### src/design/smmsc_map.svh
`ifndef SMMSC_MAP_SVH
`define SMMSC_MAP_SVH

// Number of clocks a pin must be seen asserted before the next asserted clock accepts it.
`define SMMSC_FILTER_LEN 2
`define SMMSC_FILTER_LEN_W 2
// Counter width used while writing state to management memory.
`define SMMSC_SAVE_CNT_W 4
// Number of words written to management memory when saving state.
`define SMMSC_SAVE_WORDS 4'h8

`endif

### src/design/smmsc_pkg.sv
package smmsc_pkg;
    typedef enum logic [3:0] {
        RUN = 4'h0,
        SM_FLUSH = 4'h1,
        SM_DRAIN = 4'h2,
        SM_SAVE = 4'h3,
        SM_INTOFF = 4'h4,
        SM_JUMP = 4'h5,
        SM_ACTIVE = 4'h6,
        SG_FLUSH = 4'h7,
        SG_DRAIN = 4'h8,
        SG_CYCLE = 4'h9,
        SG_WAIT = 4'ha,
        SG_STOPPED = 4'hb
    } smmsc_state_e;
endpackage

### src/design/smmsc_filter.sv
`timescale 1ns/1ps
`include "smmsc_map.svh"

// Accepts a request level only once it has been stable for the filter length.
module smmsc_filter (
    // Clock and reset
    input wire logic i_clk,
    input wire logic i_nrst,
    input wire logic i_ce,
    // Request
    input wire logic i_req,
    output logic o_level,
    output logic o_rise
);
    logic [`SMMSC_FILTER_LEN_W-1:0] cnt_q;
    logic level_q;

    always_ff @(posedge i_clk or negedge i_nrst) begin
        if (!i_nrst) begin
            cnt_q <= 2'h0;
        end else if (i_ce) begin
            if (!i_req) begin
                cnt_q <= 2'h0;
            end else if (cnt_q != 2'(`SMMSC_FILTER_LEN)) begin
                cnt_q <= cnt_q + 2'h1;
            end
        end
    end

    always_ff @(posedge i_clk or negedge i_nrst) begin
        if (!i_nrst) begin
            level_q <= 1'b0;
        end else if (i_ce) begin
            if (!i_req) begin
                level_q <= 1'b0;
            end else if (cnt_q == 2'(`SMMSC_FILTER_LEN)) begin
                level_q <= 1'b1;
            end
        end
    end

    assign o_level = level_q;
    assign o_rise = i_ce && i_req && (cnt_q == 2'(`SMMSC_FILTER_LEN)) && !level_q;
endmodule // smmsc_filter

### src/design/smmsc_entry.sv
// Behaviour
// - An accepted management request moves the device into management mode.
// - A management request flushes the pipeline, drains the bus, then asserts the active pin.
// - After the active pin, state is saved, then interrupts disabled, then the handler entered.
// - The asserted active pin tells external logic the device is in management mode.
// - An asserted stop request moves the device into stop grant with the core clock halted.
// - A stop request flushes the pipeline, drains the bus, then runs a stop grant special cycle.
// - The core clock is gated only after burst ready and write buffer empty are both seen.
// - External logic may halt the bus clock in stop grant; the device then is in stop clock.
`timescale 1ns/1ps
`include "smmsc_map.svh"

module smmsc_entry (
    // Clock, reset and enable
    input wire logic i_clk,
    input wire logic i_nrst,
    input wire logic i_ce,
    // Request pins
    input wire logic i_smm_request_n,
    input wire logic i_clock_stop_request_n,
    // Bus handshake pins
    input wire logic i_burst_ready_n,
    input wire logic i_write_buffer_empty_n,
    // Core status
    input wire logic i_pipe_empty,
    input wire logic i_bus_idle,
    input wire logic i_resume,
    // Core control
    output logic o_pipe_flush,
    output logic o_bus_hold_new,
    output logic o_save_we,
    output logic [`SMMSC_SAVE_CNT_W-1:0] o_save_addr,
    output logic o_int_disable,
    output logic o_handler_jump,
    output logic o_core_clk_en,
    // Bus pins
    output logic o_smm_active_n,
    output logic o_stop_grant_cycle,
    // Status
    output logic o_management_mode,
    output logic o_stop_grant
);
    smmsc_pkg::smmsc_state_e state_q;
    smmsc_pkg::smmsc_state_e state_d;
    logic smi_lvl;
    logic smi_rise;
    logic stp_lvl;
    logic [`SMMSC_SAVE_CNT_W-1:0] save_q;
    logic smm_active_n_q;
    logic int_dis_q;
    logic jump_q;
    logic sg_cycle_q;
    logic smi_pend_q;

    // The management request is edge sensitive: remember a rising edge until served.
    smmsc_filter u_smi (
        .i_clk(i_clk),
        .i_nrst(i_nrst),
        .i_ce(i_ce),
        .i_req(!i_smm_request_n),
        .o_level(smi_lvl),
        .o_rise(smi_rise)
    );

    // Stop requests are level sensitive; the filter enforces the three-clock width.
    smmsc_filter u_stp (
        .i_clk(i_clk),
        .i_nrst(i_nrst),
        .i_ce(i_ce),
        .i_req(!i_clock_stop_request_n),
        .o_level(stp_lvl),
        .o_rise()
    );

    always_ff @(posedge i_clk or negedge i_nrst) begin
        if (!i_nrst) begin
            smi_pend_q <= 1'b0;
        end else if (i_ce) begin
            if (smi_rise) begin
                smi_pend_q <= 1'b1;
            end else if (state_q == smmsc_pkg::SM_FLUSH) begin
                smi_pend_q <= 1'b0;
            end
        end
    end

    always_comb begin
        state_d = state_q;
        unique case (state_q)
            smmsc_pkg::RUN: begin
                // Management requests win over stop requests when both are pending.
                if (smi_pend_q) begin
                    state_d = smmsc_pkg::SM_FLUSH;
                end else if (stp_lvl) begin
                    state_d = smmsc_pkg::SG_FLUSH;
                end
            end
            smmsc_pkg::SM_FLUSH: begin
                if (i_pipe_empty) begin
                    state_d = smmsc_pkg::SM_DRAIN;
                end
            end
            smmsc_pkg::SM_DRAIN: begin
                if (i_bus_idle) begin
                    state_d = smmsc_pkg::SM_SAVE;
                end
            end
            smmsc_pkg::SM_SAVE: begin
                if (save_q == `SMMSC_SAVE_WORDS - 4'h1) begin
                    state_d = smmsc_pkg::SM_INTOFF;
                end
            end
            smmsc_pkg::SM_INTOFF: state_d = smmsc_pkg::SM_JUMP;
            smmsc_pkg::SM_JUMP: state_d = smmsc_pkg::SM_ACTIVE;
            smmsc_pkg::SM_ACTIVE: begin
                if (i_resume) begin
                    state_d = smmsc_pkg::RUN;
                end
            end
            smmsc_pkg::SG_FLUSH: begin
                if (i_pipe_empty) begin
                    state_d = smmsc_pkg::SG_DRAIN;
                end
            end
            smmsc_pkg::SG_DRAIN: begin
                if (i_bus_idle) begin
                    state_d = smmsc_pkg::SG_CYCLE;
                end
            end
            smmsc_pkg::SG_CYCLE: begin
                if (!i_burst_ready_n) begin
                    state_d = smmsc_pkg::SG_WAIT;
                end
            end
            smmsc_pkg::SG_WAIT: begin
                if (!i_write_buffer_empty_n) begin
                    state_d = smmsc_pkg::SG_STOPPED;
                end
            end
            smmsc_pkg::SG_STOPPED: begin
                // A stopped bus clock simply freezes this state: that is stop clock.
                if (!stp_lvl) begin
                    state_d = smmsc_pkg::RUN;
                end
            end
            default: state_d = smmsc_pkg::RUN;
        endcase
    end

    always_ff @(posedge i_clk or negedge i_nrst) begin
        if (!i_nrst) begin
            state_q <= smmsc_pkg::RUN;
        end else if (i_ce) begin
            state_q <= state_d;
        end
    end

    always_ff @(posedge i_clk or negedge i_nrst) begin
        if (!i_nrst) begin
            save_q <= 4'h0;
        end else if (i_ce) begin
            if (state_q == smmsc_pkg::SM_SAVE) begin
                save_q <= save_q + 4'h1;
            end else begin
                save_q <= 4'h0;
            end
        end
    end

    // The acknowledge stays asserted until the handler resumes normal work.
    always_ff @(posedge i_clk or negedge i_nrst) begin
        if (!i_nrst) begin
            smm_active_n_q <= 1'b1;
        end else if (i_ce) begin
            if (state_q == smmsc_pkg::SM_DRAIN && i_bus_idle) begin
                smm_active_n_q <= 1'b0;
            end else if (state_q == smmsc_pkg::SM_ACTIVE && i_resume) begin
                smm_active_n_q <= 1'b1;
            end
        end
    end

    always_ff @(posedge i_clk or negedge i_nrst) begin
        if (!i_nrst) begin
            int_dis_q <= 1'b0;
        end else if (i_ce) begin
            if (state_q == smmsc_pkg::SM_INTOFF) begin
                int_dis_q <= 1'b1;
            end else if (state_q == smmsc_pkg::SM_ACTIVE && i_resume) begin
                int_dis_q <= 1'b0;
            end
        end
    end

    always_ff @(posedge i_clk or negedge i_nrst) begin
        if (!i_nrst) begin
            jump_q <= 1'b0;
        end else if (i_ce) begin
            jump_q <= (state_q == smmsc_pkg::SM_JUMP);
        end
    end

    always_ff @(posedge i_clk or negedge i_nrst) begin
        if (!i_nrst) begin
            sg_cycle_q <= 1'b0;
        end else if (i_ce) begin
            sg_cycle_q <= (state_d == smmsc_pkg::SG_CYCLE);
        end
    end

    assign o_pipe_flush = (state_q == smmsc_pkg::SM_FLUSH) || (state_q == smmsc_pkg::SG_FLUSH);
    assign o_bus_hold_new = (state_q != smmsc_pkg::RUN) && (state_q != smmsc_pkg::SM_ACTIVE);
    assign o_save_we = (state_q == smmsc_pkg::SM_SAVE);
    assign o_save_addr = save_q;
    assign o_int_disable = int_dis_q;
    assign o_handler_jump = jump_q;
    assign o_core_clk_en = (state_q != smmsc_pkg::SG_STOPPED);
    assign o_smm_active_n = smm_active_n_q;
    assign o_stop_grant_cycle = sg_cycle_q;
    assign o_management_mode = !smm_active_n_q;
    assign o_stop_grant = (state_q == smmsc_pkg::SG_STOPPED);
endmodule // smmsc_entry

### config.mk
export PLATFORM = sky130hd
export DESIGN_NAME = smmsc_entry
export DESIGN_NICKNAME = d
export VERILOG_FILES = /design/src/design/smmsc_pkg.sv /design/src/design/smmsc_filter.sv /design/src/design/smmsc_entry.sv
export VERILOG_INCLUDE_DIRS = /design/src /design/src/design
export SDC_FILE = /design/constraint.sdc
export NUM_CORES = 1
export LEC_CHECK = 0
export BUFFER_PORTS_ARGS = -buffer_cell sky130_fd_sc_hd__buf_2
export CAP_MARGIN = 20
export CORE_AREA = 4 4 52 77
export DETAILED_ROUTE_END_ITERATION = 10
export DIE_AREA = 0 0 56 81
export SYNTH_ARGS = -nofsm -noshare
export SYNTH_HDL_FRONTEND = slang
export SYNTH_SLANG_ARGS = --single-unit
### constraint.sdc
create_clock -name i_clk -period 5.07 [get_ports i_clk]
set_input_delay 0.507 -clock i_clk [delete_from_list [all_inputs] [get_ports i_clk]]
set_output_delay 0.507 -clock i_clk [all_outputs]
set_load 0.02 [all_outputs]
**Yosys cells after proc, flatten, opt, wreduce, memory -nomap -nowiden**

Cells that the tools add are included.

- Register bits: 19
- Word-level logic and storage cells: 86

- Add/subtract/negate cells: 3
- Equality and inequality tests: 19
- Mux-type cells: 27
- Reduce and logical (&&, ||, !) cells: 26

Operators with widths:

| operator | count |
|---|---|
| two-way mux 4 bit | 12 |
| case mux 4 bit (12 select lines) | 1 |
| == test 4 x 3 -> 1 bit (second input constant) | 5 |
| == test 4 bit (second input constant) | 5 |
| AND reduction 2 bit | 7 |
| nonzero test 2 bit | 7 |
| two-way mux 1 bit | 10 |
| == test 4 x 2 -> 1 bit (second input constant) | 2 |
| two-way mux 2 bit | 4 |
| logical AND 1 bit | 6 |
| adder 2 x 1 -> 2 bit (second input constant) | 2 |
| adder 4 x 1 -> 4 bit (second input constant) | 1 |
| == test 2 bit (second input constant) | 2 |
| == test 4 x 1 -> 1 bit (second input constant) | 1 |
| zero test 4 bit | 1 |
| inequality test 2 bit (second input constant) | 2 |
| inequality test 4 x 3 -> 1 bit (second input constant) | 1 |
| inequality test 4 bit (second input constant) | 1 |
| nonzero test 4 bit | 1 |
| zero test 1 bit | 3 |
| logical OR 1 bit | 1 |

**Depth between registers and ports, before layout**

Gate-level depths: netlist of the first run.

- Depth after elaboration: 6
- Mapped depth: 7
- Mapped depth without buffers: 7

**Modules after synthesis**

From an unflattened synthesis of the first run, not the netlist that was laid out.

- Cell total of the unflattened synthesis: 134
- Area, all modules: 1239.9 um^2

By module, submodules not included:

| module | times used | cells each | area an instance (um^2) | sequential area each (um^2) |
|---|---|---|---|---|
| smmsc_entry | 1 | 100 | 907.1 | 326.6 |
| smmsc_filter at u_stp | 1 | 17 | 168.9 | 75.1 |
| smmsc_filter at u_smi | 1 | 17 | 163.9 | 75.1 |

**Worst setup path after synthesis of the first run**

Ideal clock, no wire load.

- Kind: register to register
- From: reg state_q[1]
- To: reg sg_cycle_q, in the netlist o_stop_grant_cycle
- Setup time: 0.101 ns
- Data arrival time: 1.711 ns
- Path slack: 3.258 ns
- Stages on the path, launching flop included: 7
- Buffers on the path: 1
- Period minus slack after synthesis: 1.812 ns
- Path through: dfrtp_1 > buf_6 > xor2_1 > nor3b_1 > nor2b_1 > nor4_1 > o32ai_1

- Word-level cells in the longest chain between the ends: 4

Ends and longest elaborated chain:

| item | line | source |
|---|---|---|
| from (decl) | smmsc_entry.sv:43 | `smmsc_pkg::smmsc_state_e state_q;` |
| from (signal assigned) | smmsc_entry.sv:152 | `state_q <= smmsc_pkg::RUN;` |
| from (signal assigned) | smmsc_entry.sv:154 | `state_q <= state_d;` |
| two-way mux 4 bit | smmsc_entry.sv:94 | `end else if (stp_lvl) begin` |
| two-way mux 4 bit | smmsc_entry.sv:92 | `if (smi_pend_q) begin` |
| case mux 4 bit (12 select lines) * | smmsc_entry.sv:89 | `unique case (state_q)` |
| == test 4 bit * | smmsc_entry.sv:207 | `sg_cycle_q <= (state_d == smmsc_pkg::SG_CYCLE);` |
| to (signal assigned) | smmsc_entry.sv:207 |  |
| to (decl) | smmsc_entry.sv:52 | `logic sg_cycle_q;` |

Mark *: on every way between the ends. The rest lies on a longest branch, timed or not.
A chain may end at the register's enable or synchronous reset.

**Final worst setup path of the first run**

- From: reg state_q[2]
- To: out o_pipe_flush

- Word-level cells in the longest chain between the ends: 2

Ends and longest elaborated chain:

| item | line | source |
|---|---|---|
| == test 4 x 1 -> 1 bit or == test 4 x 3 -> 1 bit (tied branches) | smmsc_entry.sv:211 | `assign o_pipe_flush = (state_q == smmsc_pkg::SM_FLUSH) \|\| (state_q == smmsc_pkg::SG_FLUSH);` |
| logical OR 1 bit * | smmsc_entry.sv:211 |  |
| to (decl) | smmsc_entry.sv:29 | `output logic o_pipe_flush,` |

Marks and branches as above.

==> impl_metrics.csv, run 1 <==
group,metric,value,unit
cells_and_area,fin_nets,162,
clock_tree,cts_repair_resize_count,0,
clock_tree,worst_setup_hold_path_clk_slew,0.07,ns
status,outcome,"complete, no violations",
clock_tree,worstSkewPairLatency,0.25,ns
sta,hold_violations,0,
clock_tree,cts-hold-fix-buffers,0,
power,total_leakage_power,0.610,nW
setup_path,critical-path-slowest-cell,"dfrtp_1",
logic_synthesis,post-synth-top-count-cell,"dfrtp_1",
sta,slew_headroom,66.7,%
setup_path,setup.worst_path.start_class,"flip-flop",
setup_path,worst_path_fanout_max,15,
sta,timing.clock.skew,0.00596,ns
placed_design,port-buffer-count,23,
global_route,antenna_violations_before_repair,0,
setup_path,critical_path.endpoint_type,"output port",
clock_tree,cts_sinks,19,
routing,wl_per_cell,13.7,um
routing,drt-initial-drc-count,22,
logic_synthesis,avgSynthCellArea,8.92,um^2
sta,fmax,483,MHz
placed_design,dp_hpwl,1970,um
cells_and_area,layout-area-overhead-vs-synth,15.1,%
clock_tree,cts_max_path_buffers,2,
min_path,holdCritPathClass,"primary input to asynchronous set/reset pin",
logic_synthesis,yosysTopAreaCellShare,39.4,%
sta,totalNegativeSetupSlack,0,ns
setup_path,critical_path_arrival,1.56,ns
cells_and_area,drive_above_1_share,22.3,%
logic_synthesis,post-synth-top-area-cell,"dfrtp_1",
sta,finalSetupViolations,0,
logic_synthesis,ys.warnings.count,0,
logic_synthesis,ys_seq_elements,19,
routing,vias,1012,
setup_path,path_cells,"xor2_1 > nor3b_1 > buf_2",
power,powerDensity,543,nW/um^2
logic_synthesis,cell_types_with_the_largest_area_share_after_synthesis,"dfrtp_1 (39%), inv_1 (4.6%), a21oi_1 (3.9%)",
setup_path,timing.critical_path.max_delay_family,"flip-flops",
setup_path,worstPathBufferInverterCount,1,
clock_tree,cts-buffers-inserted,3,
setup_path,critical_path.max_stage_delay,0.56,ns
clock_tree,clock_tree.htree_level_count,1,
floorplanning,die_w,56,um
logic_synthesis,mappedNetlistNets,141,
clock_tree,post-cts-setup-buffers,0,
global_route,gr-total-overflow,0,
setup_path,cp.required,4.56,ns
logic_synthesis,synth_ff_type,"dfrtp_1",
floorplanning,rows,26,
sta,post-route-period-util,40.8,%
logic_synthesis,ys_async_sr_fraction,100,%
global_route,wire_length_of_the_first_global_routing_pass,4640,um
global_route,grt_max_degree,33,
routing,via_per_instance_ratio,5.33,
placed_design,gp_routability_congestion,0.824,
logic_synthesis,synth.cells.most_frequent,"dfrtp_1 (18), inv_1 (14), a21oi_1 (9), o21ai_0 (9)",
global_route,first_global_vias,1074,
setup_path,criticalPathCategory,"flip-flop to output port",
logic_synthesis,synth_area,1140,um^2
floorplanning,die_ht,81,um
global_route,gr-usage-all-layers,12.7,%
routing,wirelength,2600,um
routing,final_antenna_net_count,0,
floorplanning,placeableCoreArea,3380,um^2
routing,drc_errors,0,
sta,worst_slew_pin_slew,0.500,ns
sta,drv_slew,0,
cells_and_area,antennaDiodeCount,0,
placed_design,placed_cells,186,
sta,rsz0062_at_grt,"no",
floorplanning,die_area,4540,um^2
logic_synthesis,synthesis.instances,128,
floorplanning,floorplan.initialDensity,33.8,%
floorplanning,top_level_ports,24,
sta,post-route-min-period,2.07,ns
run,cap_violations,0,
clock_tree,clockRootBuffer,"clkbuf_8",
logic_synthesis,synth.distinct_cells,44,
power,worst_ir_drop_vdd,209,uV
logic_synthesis,synth-edff-count,0,
clock_tree,cts_tree,"built",
routing,drt_first_pass_iters,4,
cells_and_area,layoutNonFillerInstCount,190,
logic_synthesis,register_area_share_after_synthesis,41.7,%
[placed cells by master (no fill, tap or decap), types with 3 or more instances in the layout]
cell type,synthesis,layout
a21o_1,3,3
a21oi_1,9,9
buf_2,2,23
clkbuf_8,0,3
dfrtp_1,18,18
ha_1,3,3
inv_1,14,14
nand2_1,8,8
nand3_1,5,5
nor2_1,8,8
nor2b_1,6,6
o21ai_0,9,9
o22ai_1,3,3
[where the power goes]
part	switching (mW)	leakage [nW]	total, mW	internal [mW]
Sequential	0.0766	0.248	0.277	0.200
Clock	0.0493	0.0228	0.105	0.0558
Combinational	0.192	0.339	0.332	0.140
[routing by layer]
layer	GRT usage [%]	up-vias	wire length [um]
li1	-	493	-
met1	14.1	480	1070
met2	22.0	29	1300
met3	2.38	10	133
met4	8.08	0	87
met5	0	-	0
[worst reg2reg max path, stage by stage (launching register included)]
cell and delay (ns):
dfrtp_1 0.66, nor2_1 0.12, and4b_1 0.21, a21o_1 0.16, or3_1 0.37, mux2_2 0.28
[metrics by stage]
step / power, mW / setup WS, ns / area [um^2] / hold WS (ns) / utilization, %
6_report: 0.713 / 3.00 / 1320 / 0.178 / 38.9
5_1_grt: 0.775 / 2.85 / 1320 / 0.218 / 38.9
4_1_cts: 0.716 / 3.02 / 1320 / 0.199 / 38.9
3_5_place_dp: 0.610 / 3.21 / 1270 / 0.471 / 37.5
3_3_place_gp: 0.597 / 3.26 / 1270 / 0.467 / 37.5
2_1_floorplan: 0.531 / 3.26 / 1140 / 0.211 / -
[state kept, by name, indices dropped and copies added (netlist names)]
name                flops
u_stp.cnt_q             2
smi_pend_q              1
o_save_addr             4
u_stp.o_level           1
o_handler_jump          1
o_int_disable           1
o_stop_grant_cycle      1
u_smi.o_level           1
state_q                 4
u_smi.cnt_q             2
o_smm_active_n          1
[path summary, 6_finish.rpt]
kind                                         from              to  slack [ns]  depth (start not counted)
setup / recovery                       state_q[2]    o_pipe_flush        3.00                          3
hold / removal                             i_nrst  u_smi.cnt_q[1]        0.18                          1
setup reg to reg                       state_q[2]      state_q[1]        3.18                          5
hold reg to reg                    u_stp.cnt_q[0]  u_stp.cnt_q[0]        0.49                          1
max in group asynchronous                  i_nrst  o_smm_active_n        4.55                          1
min in group i_clk         i_clock_stop_request_n   u_stp.o_level        0.47                          2
[cell families (layout without fill, tap and decap cells)]
kind of cell / count (synthesis) / count (layout) / share of synthesized area [%]
fa+ha+maj: 3 / 3 / 3.29
simple gates: 44 / 44 / 22.3
flops: 19 / 19 / 41.7
buf+inv: 21 / 41 / 8.11
compound gates: 37 / 37 / 21.0
xor+xnor: 1 / 1 / 0.767
mux: 3 / 3 / 2.74
[final cells by class]
cell class                 count  area [um^2]
fill                         372         2070
multi-input combinational     88          573
sequential                    19          477
timing repair buffer          23          115
inverter                      14         52.6
tap                           42         52.6
clock buffer                   4         45.0
No activity file was read; power rests on OpenSTA's default activity.
==> run 2, diff against run 1 <==
==> constraint.sdc (replaced) <==
create_clock -name i_clk -period 1.9 [get_ports i_clk]
set_input_delay 0.19 -clock i_clk [delete_from_list [all_inputs] [get_ports i_clk]]
set_output_delay 0.19 -clock i_clk [all_outputs]
set_load 0.02 [all_outputs]
==> impl_metrics.csv, run 2 (synthesis gave the netlist of run 1 again) <==
group,metric,value,unit
status,outcome,"complete, no violations",
clock_tree,cts_sinks,19,
routing,final_antenna_net_count,0,
global_route,antenna_violations_before_repair,0,
routing,drt-initial-drc-count,40,
clock_tree,worstSkewPairLatency,0.25,ns
cells_and_area,fin_nets,165,
routing,drt_first_pass_iters,4,
power,powerDensity,1440,nW/um^2
sta,slew_headroom,71.1,%
clock_tree,clock_tree.htree_level_count,1,
setup_path,setup.worst_path.start_class,"flip-flop",
sta,timing.clock.skew,0.00326,ns
setup_path,path_cells,"inv_1 > nor3_2 > a22o_1 > or3_1 > mux2_2",
routing,wirelength,2650,um
floorplanning,top_level_ports,24,
clock_tree,cts-buffers-inserted,3,
global_route,gr-usage-all-layers,12.9,%
clock_tree,cts_max_path_buffers,2,
routing,via_per_instance_ratio,5.26,
cells_and_area,layout-area-overhead-vs-synth,19.7,%
global_route,grt_max_degree,20,
sta,finalSetupViolations,0,
min_path,holdCritPathClass,"primary input to flip-flop",
sta,worst_slew_pin_slew,0.433,ns
setup_path,worst_path_fanout_max,13,
floorplanning,floorplan.initialDensity,33.8,%
routing,wl_per_cell,13.7,um
floorplanning,die_area,4540,um^2
routing,drc_errors,0,
setup_path,critical_path.endpoint_type,"flip-flop",
setup_path,criticalPathCategory,"flip-flop to flip-flop",
run,cap_violations,0,
setup_path,cp.required,2.04,ns
setup_path,critical-path-slowest-cell,"dfrtp_2",
sta,post-route-min-period,1.81,ns
sta,drv_slew,0,
floorplanning,placeableCoreArea,3380,um^2
floorplanning,die_w,56,um
placed_design,port-buffer-count,23,
sta,rsz0062_at_grt,"no",
sta,totalNegativeSetupSlack,0,ns
setup_path,critical_path_arrival,1.94,ns
sta,fmax,554,MHz
global_route,first_global_vias,1084,
clock_tree,cts_tree,"built",
cells_and_area,layout.core_utilization,40.4,%
cells_and_area,drive_above_1_share,27.8,%
sta,hold_violations,0,
setup_path,critical_path.max_stage_delay,0.51,ns
power,post-layout-total-power,1.98,mW
clock_tree,clockRootBuffer,"clkbuf_8",
cells_and_area,antennaDiodeCount,0,
placed_design,gp_routability_congestion,0.885,
clock_tree,worst_setup_hold_path_clk_slew,0.07,ns
power,worst_ir_drop_vdd,753,uV
sta,final.hold.worst_slack,0.159,ns
power,total_leakage_power,0.619,nW
global_route,gr-total-overflow,0,
floorplanning,rows,26,
sta,post-route-period-util,95.0,%
cells_and_area,layout_common_cells,"buf_2 (23), inv_1 (14), dfrtp_1 (14)",
cells_and_area,layout_commonest_cell,"buf_2",
routing,vias,1015,
placed_design,dp_hpwl,2000,um
global_route,wire_length_of_the_first_global_routing_pass,4790,um
floorplanning,die_ht,81,um
clock_tree,post-cts-setup-buffers,0,
-- run 2: area by class of cell --
| class | count | area [um^2] |
|---|---|---|
| fill | 355 | 2020 |
| multi-input combinational | 88 | 596 |
| sequential | 19 | 482 |
| timing repair buffer | 26 | 140 |
| inverter | 14 | 52.6 |
| tap | 42 | 52.6 |
| clock buffer | 4 | 45.0 |
-- run 2: per-stage QoR --
stage | instances | instance area (um^2) | worst slack [ns]
2_1_floorplan | 128 | 1140 | 0.0883
3_3_place_gp | 188 | 1280 | 0.130
3_5_place_dp | 188 | 1280 | 0.0823
4_1_cts | 193 | 1340 | 0.0722
5_1_grt | 193 | 1370 | 0.0328
6_report | 193 | 1370 | 0.0941
-- run 2: critical path, delay by kind of cell (launching register included) --
family                 cells  cell delay [ns]
AOI/OAI and AO/OA          1             0.27
buffers and inverters      1             0.16
DFF                        1             0.51
muxes                      1             0.28
and+or+nand+nor            2             0.49
-- run 2: layer usage --
| layer | part of all wire (%) | GRT usage [%] | vias up | routed length [um] |
|---|---|---|---|---|
| li1 | - | - | 500 | - |
| met1 | 42 | 14.6 | 484 | 1120 |
| met2 | 51 | 23.1 | 22 | 1350 |
| met3 | 3.4 | 2.07 | 9 | 90 |
| met4 | 3.2 | 6.65 | 0 | 85 |
| met5 | 0 | 0 | - | 0 |
-- run 2: report_power, final --
| part | switching [mW] | total [mW] | internal, mW |
|---|---|---|---|
| registers | 0.205 | 0.748 | 0.543 |
| logic | 0.541 | 0.950 | 0.409 |
| clock network | 0.128 | 0.277 | 0.149 |
-- run 2: final timing paths --
check	start	endpoint	slack [ns]	cells after the start
hold reg to reg	u_stp.cnt_q[0]	u_stp.cnt_q[0]	0.48	1
setup reg to reg	state_q[3]	state_q[1]	0.09	5
hold / removal	i_clock_stop_request_n	u_stp.cnt_q[1]	0.16	2
min in group asynchronous	i_nrst	o_handler_jump	0.40	2
setup / recovery	state_q[3]	state_q[1]	0.09	5
max in group asynchronous	i_nrst	o_smm_active_n	1.16	2
-- run 2: repair_timing --
action | in CTS | in global routing
hold buffers | 1 | 0
resized for setup | 0 | 8
endpoints found under the hold margin | 18 | 0
endpoints found under the setup margin | 0 | 2
==> run 3, diff against run 2 <==
==> constraint.sdc (replaced) <==
create_clock -name i_clk -period 1.9 [get_ports i_clk]
set_input_delay 0.38 -clock i_clk [delete_from_list [all_inputs] [get_ports i_clk]]
set_output_delay 0.38 -clock i_clk [all_outputs]
set_load 0.02 [all_outputs]
==> impl_metrics.csv, run 3 (synthesis gave the netlist of run 1 again) <==
group,metric,value,unit
status,outcome,"complete, no violations",
clock_tree,clockRootBuffer,"clkbuf_8",
power,post-layout-total-power,1.95,mW
clock_tree,worstSkewPairLatency,0.25,ns
setup_path,cp.required,1.52,ns
floorplanning,floorplan.initialDensity,33.8,%
clock_tree,cts_max_path_buffers,2,
sta,slew_headroom,71.5,%
setup_path,setup.worst_path.start_class,"flip-flop",
routing,wl_per_cell,13.5,um
routing,final_antenna_net_count,0,
sta,rsz0062_at_grt,"no",
clock_tree,cts_tree,"built",
sta,timing.clock.skew,0.00249,ns
cells_and_area,layout-area-overhead-vs-synth,19.4,%
setup_path,critical-path-slowest-cell,"dfrtp_1",
cells_and_area,layout_common_cells,"buf_2 (23), dfrtp_1 (15), inv_1 (14)",
floorplanning,die_w,56,um
routing,via_per_instance_ratio,5.31,
placed_design,dp_hpwl,2020,um
sta,worst_slew_pin_slew,0.424,ns
global_route,wire_length_of_the_first_global_routing_pass,4540,um
floorplanning,die_area,4540,um^2
global_route,antenna_violations_before_repair,0,
setup_path,critical_path.max_stage_delay,0.46,ns
sta,totalNegativeSetupSlack,0,ns
cells_and_area,drive_above_1_share,27.0,%
sta,finalSetupViolations,0,
routing,drc_errors,0,
setup_path,criticalPathCategory,"flip-flop to output port",
sta,post-route-period-util,95.2,%
cells_and_area,layout_commonest_cell,"buf_2",
global_route,first_global_vias,1064,
clock_tree,cts_sinks,19,
power,worst_ir_drop_vdd,701,uV
clock_tree,clock_tree.htree_level_count,1,
run,cap_violations,0,
setup_path,timing.critical_path.max_delay_family,"flip-flops",
power,powerDensity,1430,nW/um^2
clock_tree,cts-buffers-inserted,3,
placed_design,gp_routability_congestion,0.875,
global_route,grt_max_degree,21,
setup_path,path_cells,"buf_4 > or3_1 > buf_2",
cells_and_area,layoutNonFillerInstCount,194,
cells_and_area,fin_nets,166,
placed_design,port-buffer-count,23,
setup_path,rr_startpoint,"state_q[3]",
routing,wirelength,2610,um
routing,routed_wl_met2,1350,um
power,total_leakage_power,0.632,nW
setup_path,worstPathBufferInverterCount,2,
routing,vias,1030,
setup_path,critical_path.endpoint_type,"output port",
clock_tree,worst_setup_hold_path_clk_slew,0.07,ns
sta,hold_violations,0,
routing,maxUsedRoutingLayer,"met4",
routing,wl_met3,114,um
setup_path,worst_path_fanout_max,7,
floorplanning,placeableCoreArea,3380,um^2
routing,drt_first_pass_iters,4,
setup_path,critical_path_arrival,1.43,ns
min_path,holdCritPathClass,"primary input to asynchronous set/reset pin",
setup_path,r2r_cells,6,
sta,post-route-min-period,1.81,ns
floorplanning,rows,26,
floorplanning,top_level_ports,24,
routing,drt-initial-drc-count,25,
global_route,gr-usage-all-layers,12.5,%
clock_tree,cts-hold-fix-buffers,0,
setup_path,reg2reg_slack,0.14,ns
cells_and_area,antennaDiodeCount,0,
sta,drv_slew,0,
routing,m1WireLength,1090,um
placed_design,placed_cells,190,
sta,fmax,553,MHz
floorplanning,die_ht,81,um
setup_path,r2r-end,"o_stop_grant_cycle",
global_route,gr-total-overflow,0,
==> run 3: where the power goes <==
part | internal, mW | leakage [nW] | total [mW] | switching, mW
logic | 0.416 | 0.364 | 0.946 | 0.530
clock network | 0.149 | 0.0228 | 0.275 | 0.127
registers | 0.542 | 0.245 | 0.731 | 0.189
==> run 3: how the worst max path moves through the flow <==
stage,from,to,cells past startpoint
after detailed placement,state_q[2],o_stop_grant_cycle,5
final,state_q[3],o_bus_hold_new,3
after global routing,state_q[2],o_pipe_flush,3
after CTS,state_q[2],o_bus_hold_new,3
after floorplan,state_q[1],o_stop_grant_cycle,6
after global placement,state_q[3],o_stop_grant_cycle,6
==> run 3: through the flow <==
stage	util (%)	setup WS, ns	cell area (um^2)	hold WS [ns]
after CTS	40.1	0.0358	1360	0.0761
after global routing	40.3	0.0237	1360	0.0849
after global placement	38.8	0.124	1310	0.350
after detailed placement	38.8	0.0688	1310	0.349
after floorplan	-	0.0883	1140	0.0844
final	40.3	0.0906	1360	0.0598
==> run 3: routing by layer <==
layer | up-vias | global-route usage [%]
li1 | 502 | -
met1 | 493 | 14.3
met2 | 29 | 22.4
met3 | 6 | 1.91
met4 | 0 | 6.41
met5 | - | 0
==> run 3: timing repair <==
action,CTS,global route
resized for setup,0,4
setup endpoints to repair,0,4
setup buffers,0,0
==> run 3: worst register-to-register path, delay by kind of cell, from the launching register on <==
family                 cells  cell delay (ns)
AO/OA/AOI/OAI              3             0.54
buffers and inverters      1             0.19
flip-flops                 1             0.46
AND/OR/NAND/NOR            2             0.45
==> run 3: final cells by class <==
class	count	area (um^2)
fillers	356	2020
well taps	42	52.6
clock buffers	4	45.0
flip-flops and latches	19	480
inverters	14	52.6
multi-input cells	88	576
repair buffers	27	158
